===== config.mk =====
export PLATFORM = sky130hd
export DESIGN_NAME = dac_channel_control_regs
export DESIGN_NICKNAME = d
export VERILOG_FILES = /design/src/verilog/dac_ctrl_pkg.sv /design/src/verilog/ramp_if.sv /design/src/verilog/level_ramp.sv /design/src/verilog/dac_channel_control_regs.sv
export VERILOG_INCLUDE_DIRS = /design/src /design/src/verilog
export SDC_FILE = /design/constraint.sdc
export NUM_CORES = 1
export LEC_CHECK = 0
export BUFFER_PORTS_ARGS = -buffer_cell sky130_fd_sc_hd__buf_2
export CAP_MARGIN = 25
export CORE_ASPECT_RATIO = 0.8
export CORE_MARGIN = 10
export CORE_UTILIZATION = 45
export DETAILED_ROUTE_END_ITERATION = 6
export PLACE_DENSITY = 0.63
export SETUP_SLACK_MARGIN = 0.2
export SLEW_MARGIN = 20
export SYNTH_ARGS = -nofsm -noshare
export SYNTH_HDL_FRONTEND = slang
export SYNTH_SLANG_ARGS = --single-unit

===== constraint.sdc =====
create_clock -name I_CLK -period 2.93 [get_ports I_CLK]
set_clock_uncertainty 0.1 [all_clocks]
set_input_delay 0.586 -clock I_CLK [delete_from_list [all_inputs] [get_ports I_CLK]]
set_output_delay 0.586 -clock I_CLK [all_outputs]
set_load 0.03 [all_outputs]

===== src/verilog/dac_ctrl_defines.svh =====
`ifndef DAC_CTRL_DEFINES_SVH
`define DAC_CTRL_DEFINES_SVH
`define IDX_NONE 7'h00
`define IDX_ATT1 7'h01
`define IDX_ATT6 7'h06
`define IDX_MUTE 7'h07
`define IDX_DIS 7'h08
`define IDX_FILT_FMT 7'h09
`define IDX_RST_MISC 7'h0A
`define IDX_ROLLOFF_GRP 7'h0C
`define IDX_STEP_MODE 7'h0D
`define IDX_ATT7 7'h10
`define IDX_ATT8 7'h11
`define IDX_MUTE_HI 7'h12
`define IDX_DIS_HI 7'h13
`define LEVEL_RST 8'hFF
`define LEVEL_TOP 8'hFF
`define MUTE_FLOOR_FINE 8'h80
`define MUTE_FLOOR_WIDE 8'h9A
`define FMT_RST 4'h5
`define ROLLOFF_BIT 5
`define SOFT_RESET_BIT_BIT 7
`define STEP_MODE_BIT 7
`define GRP_ROLLOFF_RST 4'hF
`define SOFT_RESET_BIT_CYCLES 1024
`define RAMP_SAMPLES 8
`endif


===== src/verilog/dac_ctrl_pkg.sv =====
package dac_ctrl_pkg;
  typedef logic [7:0] level_t;
  typedef enum logic [3:0] {
    FMT_RJ24 = 4'h0,
    FMT_RSV1 = 4'h1,
    FMT_RSV2 = 4'h2,
    FMT_RJ16 = 4'h3,
    FMT_I2S = 4'h4,
    FMT_LJ = 4'h5,
    FMT_TDM_I2S = 4'h6,
    FMT_TDM_LJ = 4'h7,
    FMT_DSP_I2S = 4'h8,
    FMT_DSP_LJ = 4'h9
  } audio_format_t;
  typedef enum logic [2:0] {
    FAM_RJ,
    FAM_I2S,
    FAM_LJ,
    FAM_TDM,
    FAM_DSP,
    FAM_BAD
  } format_family_t;
endpackage : dac_ctrl_pkg


===== src/verilog/ramp_if.sv =====
`timescale 1ns/1ps
interface ramp_if;
  logic tick;
  logic wide;
  logic [7:0] target;
  logic [7:0] level;
  logic muted;
  modport ctrl (output tick, output wide, output target, input level, input muted);
  modport ramp (input tick, input wide, input target, output level, output muted);
endinterface : ramp_if


===== src/verilog/level_ramp.sv =====
`timescale 1ns/1ps
`include "dac_ctrl_defines.svh"
module level_ramp (
  input wire logic i_clk,
  input wire logic i_rst,
  ramp_if.ramp r
);
  logic [7:0] level_q;
  logic [7:0] level_d;
  logic [7:0] floor_w;
  logic up_w;
  logic down_w;
  // Codes at or below the floor are all silence
  assign floor_w = r.wide ? `MUTE_FLOOR_WIDE : `MUTE_FLOOR_FINE;
  // Target below floor ramps to floor then jumps straight to target
  assign up_w = r.target > level_q;
  assign down_w = r.target < level_q;
  always_comb begin
    level_d = level_q;
    if (r.tick && up_w) begin
      level_d = (level_q < floor_w) ? floor_w : level_q + 8'h01;
    end else if (r.tick && down_w) begin
      level_d = (level_q <= floor_w) ? r.target : level_q - 8'h01;
    end
  end
  always_ff @(posedge i_clk) begin
    if (i_rst) level_q <= `LEVEL_RST;
    else level_q <= level_d;
  end
  assign r.level = level_q;
  assign r.muted = level_q <= floor_w;
endmodule : level_ramp


===== src/verilog/dac_channel_control_regs.sv =====
`timescale 1ns/1ps
`include "dac_ctrl_defines.svh"
module dac_channel_control_regs #(
  parameter int SOFT_RESET_BIT_CYCLES = `SOFT_RESET_BIT_CYCLES,
  parameter int SAMPLE_TICKS = `RAMP_SAMPLES
) (
  input wire logic I_CLK,
  input wire logic I_SOFT_RESET_BIT,
  input wire logic I_WORD_VALID,
  input wire logic [15:0] I_WORD,
  input wire logic I_FS_TICK,
  output logic [63:0] O_LEVEL,
  output logic [7:0] O_CH_MUTED,
  output logic [7:0] O_USE_COMMON_LEVEL,
  output logic [3:0] O_PAIR_SLOW_ROLLOFF,
  output dac_ctrl_pkg::audio_format_t O_FORMAT,
  output dac_ctrl_pkg::format_family_t O_FORMAT_FAMILY,
  output logic O_STEP_WIDE,
  output logic O_SOFT_RESET_BUSY
);
  import dac_ctrl_pkg::*;
  localparam int SW = $clog2(SOFT_RESET_BIT_CYCLES + 1);
  localparam int TW = $clog2(SAMPLE_TICKS + 1);
  logic [7:0] att_q [8];
  logic [7:0] mute_q;
  logic [1:0] mute_hi_q;
  logic [7:0] dis_q;
  logic [1:0] dis_hi_q;
  logic rolloff_q;
  logic [3:0] fmt_q;
  logic [3:0] grp_q;
  logic wide_q;
  logic soft_reset_bit_q;
  logic [SW-1:0] soft_reset_bit_cnt_q;
  logic [TW-1:0] tick_cnt_q;
  logic fs_meta_q;
  logic fs_sync_q;
  logic fs_prev_q;
  logic fs_rise_w;
  logic tick_w;
  logic wr_w;
  logic [6:0] idx_w;
  logic [7:0] dat_w;
  logic clr_w;
  logic [7:0] mute_eff_w;
  logic [7:0] dis_eff_w;
  logic [7:0] lvl_w [8];
  logic [7:0] mut_w;
  format_family_t fam_w;
  ramp_if rif [8] ();
  assign wr_w = I_WORD_VALID && !I_WORD[15];
  assign idx_w = I_WORD[14:8];
  assign dat_w = I_WORD[7:0];
  assign clr_w = I_SOFT_RESET_BIT || soft_reset_bit_q;
  assign fs_rise_w = fs_sync_q && !fs_prev_q;
  assign tick_w = fs_rise_w && (tick_cnt_q == TW'(SAMPLE_TICKS - 1));
  assign mute_eff_w = {mute_q[7] | mute_hi_q[1], mute_q[6] | mute_hi_q[0], mute_q[5:0]};
  assign dis_eff_w = {dis_q[7] | dis_hi_q[1], dis_q[6] | dis_hi_q[0], dis_q[5:0]};
  always_comb begin
    unique case (fmt_q)
      FMT_RJ24, FMT_RJ16: fam_w = FAM_RJ;
      FMT_I2S: fam_w = FAM_I2S;
      FMT_LJ: fam_w = FAM_LJ;
      FMT_TDM_I2S, FMT_TDM_LJ: fam_w = FAM_TDM;
      FMT_DSP_I2S, FMT_DSP_LJ: fam_w = FAM_DSP;
      default: fam_w = FAM_BAD;
    endcase
  end
  always_ff @(posedge I_CLK) begin
    fs_meta_q <= I_FS_TICK;
    fs_sync_q <= fs_meta_q;
    fs_prev_q <= fs_sync_q;
  end
  always_ff @(posedge I_CLK) begin
    if (I_SOFT_RESET_BIT) tick_cnt_q <= '0;
    else if (tick_w) tick_cnt_q <= '0;
    else if (fs_rise_w) tick_cnt_q <= tick_cnt_q + TW'(1);
  end
  always_ff @(posedge I_CLK) begin
    if (I_SOFT_RESET_BIT) begin
      soft_reset_bit_q <= 1'b0;
      soft_reset_bit_cnt_q <= '0;
    end else if (soft_reset_bit_q) begin
      soft_reset_bit_cnt_q <= soft_reset_bit_cnt_q + SW'(1);
      if (soft_reset_bit_cnt_q == SW'(SOFT_RESET_BIT_CYCLES - 1)) begin
        soft_reset_bit_q <= 1'b0;
        soft_reset_bit_cnt_q <= '0;
      end
    end else if (wr_w && idx_w == `IDX_RST_MISC && dat_w[`SOFT_RESET_BIT_BIT]) begin
      soft_reset_bit_q <= 1'b1;
    end
  end
  // Index 0 and unlisted indices match nothing, so write is dropped
  always_ff @(posedge I_CLK) begin
    if (clr_w) begin
      mute_q <= 8'h00;
      mute_hi_q <= 2'h0;
      dis_q <= 8'h00;
      dis_hi_q <= 2'h0;
      rolloff_q <= 1'b0;
      fmt_q <= `FMT_RST;
      grp_q <= `GRP_ROLLOFF_RST;
      wide_q <= 1'b0;
    end else if (wr_w) begin
      if (idx_w == `IDX_MUTE) mute_q <= dat_w;
      if (idx_w == `IDX_MUTE_HI) mute_hi_q <= dat_w[1:0];
      if (idx_w == `IDX_DIS) dis_q <= dat_w;
      if (idx_w == `IDX_DIS_HI) dis_hi_q <= dat_w[1:0];
      if (idx_w == `IDX_FILT_FMT) begin
        rolloff_q <= dat_w[`ROLLOFF_BIT];
        fmt_q <= dat_w[3:0];
      end
      if (idx_w == `IDX_ROLLOFF_GRP) grp_q <= dat_w[3:0];
      if (idx_w == `IDX_STEP_MODE) wide_q <= dat_w[`STEP_MODE_BIT];
    end
  end
  genvar g;
  generate
    for (g = 0; g < 8; g++) begin : g_ch
      localparam logic [6:0] CH_IDX = (g < 6) ? 7'(g + 1) : 7'(g + 10);
      always_ff @(posedge I_CLK) begin
        if (clr_w) att_q[g] <= `LEVEL_RST;
        else if (wr_w && idx_w == CH_IDX) att_q[g] <= dat_w;
      end
      // Mute drives target to zero; release restores programmed code
      assign rif[g].target = mute_eff_w[g] ? 8'h00 : att_q[g];
      assign rif[g].tick = tick_w;
      assign rif[g].wide = wide_q;
      assign lvl_w[g] = rif[g].level;
      assign mut_w[g] = rif[g].muted;
      level_ramp level_ramp_i (
        .i_clk(I_CLK),
        .i_rst(clr_w),
        .r(rif[g])
      );
      always_ff @(posedge I_CLK) begin
        if (I_SOFT_RESET_BIT) begin
          O_LEVEL[g*8 +: 8] <= `LEVEL_RST;
          O_CH_MUTED[g] <= 1'b0;
          O_USE_COMMON_LEVEL[g] <= 1'b0;
        end else begin
          O_LEVEL[g*8 +: 8] <= lvl_w[g];
          O_CH_MUTED[g] <= mut_w[g];
          O_USE_COMMON_LEVEL[g] <= dis_eff_w[g];
        end
      end
    end
  endgenerate
  always_ff @(posedge I_CLK) begin
    if (I_SOFT_RESET_BIT) begin
      O_PAIR_SLOW_ROLLOFF <= 4'h0;
      O_FORMAT <= FMT_LJ;
      O_FORMAT_FAMILY <= FAM_LJ;
      O_STEP_WIDE <= 1'b0;
      O_SOFT_RESET_BUSY <= 1'b0;
    end else begin
      O_PAIR_SLOW_ROLLOFF <= rolloff_q ? grp_q : 4'h0;
      O_FORMAT <= audio_format_t'(fmt_q);
      O_FORMAT_FAMILY <= fam_w;
      O_STEP_WIDE <= wide_q;
      O_SOFT_RESET_BUSY <= soft_reset_bit_q;
    end
  end
endmodule : dac_channel_control_regs


==> results.tsv <==
metric	value	unit
start_util	0.457	
rows	59	
clk_pin_slew	0.07	ns
synth.distinct_cells	81	
synthFlopType	dfxtp_1	
crit_family	compound AO/OA/AOI/OAI gates	
worst_slew_pin_slew	0.707	ns
ctsLongestPathBuffers	3	
numPortBuffers	112	
grt_max_degree	67	
setup_violations	0	
fillers	2996	
post-route-period-util	0.902	
p_switching	1720	µW
drv_slew	0	
grt_pass1_wl	66400	µm
slew_headroom	0.526	
vdd_drop_max	0.462	mV
vias	12977	
clkPwrFrac	0.472	
synth_edf_count	64	
powerDensity	434	mW/mm²
wl	41900	µm
crit_required	3.27	ns
wire_per_inst	18.2	µm
dp_hpwl	29100	µm
drc_errors	0	
crit_type	reg2reg	
intPower	5890	µW
clk_latency	0.58	ns
critPathSlowestCell	dfxtp_4	
final_util	0.538	
cp_cell_sequence	buf_6, inv_6, buf_4, ha_1, nand2_1, o41a_1, o31ai_4, nand2b_1, o211a_1, o32a_1	
start_kind	register	
synth_fa_ha_area_frac	0.0906	
mostFrequentLayoutCell	dfxtp_1	
hold_end	rif[0].wide	
power.total	7610	µW
fin_tns_setup	0	ns
dr.pass1.iters	5	
crit_buf_inv	3	
drive_gt1_frac	0.190	
cp_slowest_stage_delay	0.42	ns
min_path_cells	4	
status	complete, no violations	
grt.overflow.total	0	
r2r-start	rif[0].wide	
p_sw_frac	0.226	
clock-sinks	270	
synth_seq_area_share	0.406	
area_delta_synth_final	17.8	%
hold_start	I_WORD[11]	
drt_iter0_drc	1138	
hold_viol	0	
post-route-cell-area	0.0176	mm²
cts_tree	built	
timing.final.crit_period	2.64	ns
leakage	0.00712	µW
synth.net_count	1820	
htreeDepth	1	
routed_via_density	5.63	
layout.nets	1979	
numCtsBuffers	28	
die_h	183	µm
synth-simple-area-share	0.239	
synth_top_family_by_area	simple AND/OR/NAND/NOR gates	
die_w	223	µm
crit_path_max_fanout	6	
ant_nets	0	
gp_congestion	0.917	
grt_usage	0.195	
rr_endpoint	g_ch[5].level_ramp_i.r.level[6]	
r2r_cells	10	
cts-root-buf	clkbuf_16	
ios	113	
place_area	0.0163	mm²
rsz0062_at_grt	yes	
synth_mux_area_frac	0.0331	
antenna_found_initial	7	
ff2ff_setup_slack	0.29	ns
power_frac_comb	0.027	
syn_inst	1692	
pwr-share-seq	0.501	
cp.arrival	2.99	ns
coreArea	0.0326	mm²
yosysWarnings	0	
grt_pass1_vias	12368	
final_cell_mix	dfxtp_1, nand2_1, nor2_1	
synth.avg_cell_area	8.81	µm²
async_reset_ff_frac	0	
die-area	0.0409	mm²
synth-compound-area-share	0.140	
synth-xor-area-share	0.0482	
synthesis.area	0.0149	mm²
synth-seq-cells	270	
drv_cap	0	
hold_class	in2reg	
crit_path_end_kind	register	
fmax	379	MHz
## repair_timing
item | in CTS | in global routing
hold endpoints to repair | 1 | 0
gates cloned | 0 | 3
gates resized for setup | 6 | 39
hold buffers | 1 | 0
setup buffers | 4 | 15
pin swaps | 0 | 5
setup endpoints to repair | 16 | 48
## per-layer routing
metal	GRT usage	wire length, µm	vias up
li1	-	-	6290
met1	0.276	20000	6169
met2	0.298	18200	460
met3	0.0340	2810	58
met4	0.0545	857	0
met5	0	0	-
## worst max-delay path by stage
| stage | end | cells past startpoint | start | slack (ns) |
|---|---|---|---|---|
| after global placement | g_ch[5].level_ramp_i.r.level[5] | 9 | mute_q[5] | 0.18 |
| final | g_ch[5].level_ramp_i.r.level[6] | 10 | rif[0].wide | 0.29 |
| after global routing | g_ch[3].level_ramp_i.r.level[6] | 9 | g_ch[3].level_ramp_i.r.level[6] | 0.15 |
| after CTS | g_ch[0].level_ramp_i.r.level[5] | 10 | mute_q[0] | 0.21 |
| after detailed placement | g_ch[7].level_ramp_i.r.level[3] | 8 | rif[0].wide | 0.11 |
| after floorplan | g_ch[6].level_ramp_i.r.level[5] | 10 | mute_hi_q[0] | 0.28 |
## power groups by stage
stage,logic (µW),clock network [µW],registers (µW)
floorplan,101,0,3900
global placement,199,0,3900
detailed placement,201,0,3900
CTS,203,3670,3810
global route,222,3820,3810
finish,206,3590,3810
## worst reg2reg max path: cells and delay by family, from the launching register on
family | cells | cell delay, ns
AND/OR/NAND/NOR | 2 | 0.16
AO/OA/AOI/OAI | 4 | 1.22
buffers and inverters | 3 | 0.35
adder cells (fa/ha/maj) | 1 | 0.27
flip-flops | 1 | 0.42
## synth_stat cells (6+ instances only)
cell / count / area (µm²)
nand2b_1: 50 / 313
nand4_1: 34 / 213
and2_1: 27 / 169
clkbuf_1: 46 / 173
a211oi_1: 16 / 120
and3_1: 20 / 125
nor2b_1: 63 / 394
ha_1: 108 / 1350
o22ai_1: 9 / 56.3
o21ai_0: 68 / 340
a211o_1: 7 / 61.3
xnor2_1: 66 / 578
mux2_2: 10 / 113
or2_2: 46 / 288
dfxtp_1: 206 / 4120
a32oi_1: 6 / 52.6
a21o_1: 12 / 90.1
nand3_1: 78 / 390
nor2_1: 126 / 473
o211ai_1: 34 / 255
a31oi_1: 10 / 62.6
a221oi_1: 6 / 52.6
buf_2: 19 / 95.1
nand2_1: 177 / 664
mux2i_1: 38 / 380
o31ai_1: 8 / 60.1
xor2_1: 16 / 140
o21a_1: 6 / 45.0
inv_1: 77 / 289
a21oi_1: 92 / 460
clkinv_1: 8 / 30.0
nor3_1: 48 / 240
edfxtp_1: 64 / 1920
## area by class of cell
class / count / area, µm² / area share
multi-input combinational: 1263 / 8380 / 0.477
inverter: 86 / 335 / 0.0191
antenna: 6 / 15.0 / 0.000855
tap: 427 / 534 / 0.0304
sequential: 270 / 6060 / 0.345
timing repair buffer: 200 / 1280 / 0.0728
timing repair inverter: 2 / 17.5 / 0.000998
clock buffer: 40 / 850 / 0.0484
clock inverter: 12 / 82.6 / 0.00470
## sequential cells by signal (all words and copies together), names as in the netlist, 2 cells and up
name	count
g_ch.level_ramp_i.r.level	64
O_PAIR_SLOW_ROLLOFF	4
mute_hi_q	2
O_USE_COMMON_LEVEL	8
dis_q	8
O_CH_MUTED	8
dis_hi_q	2
tick_cnt_q	4
fmt_q	4
mute_q	8
O_FORMAT	4
grp_q	4
O_LEVEL	64
soft_reset_bit_cnt_q	11
O_FORMAT_FAMILY	3
att_q	64
## metrics by stage
stage / worst slack, ns / hold WS, ns / cells
after global placement: 0.178 / 0.278 / 2224
after detailed placement: 0.106 / 0.279 / 2225
after CTS: 0.208 / 0.266 / 2282
after floorplan: 0.276 / 0.210 / 1692
final: 0.288 / 0.292 / 2306
after global routing: 0.150 / 0.297 / 2305
## kinds of logic (layout without fill, tap and decap cells)
| group | count (synthesis) | after routing |
|---|---|---|
| buffers and inverters | 160 | 340 |
| xor gates and xnor gates | 82 | 82 |
| DFF | 270 | 270 |
| adders and majority gates | 108 | 108 |
| muxes | 48 | 48 |
| and+or+nand+nor | 704 | 704 |
| AOI/OAI and AO/OA | 320 | 321 |
| other | 0 | 6 |
Power figures use the tool's default switching activity.
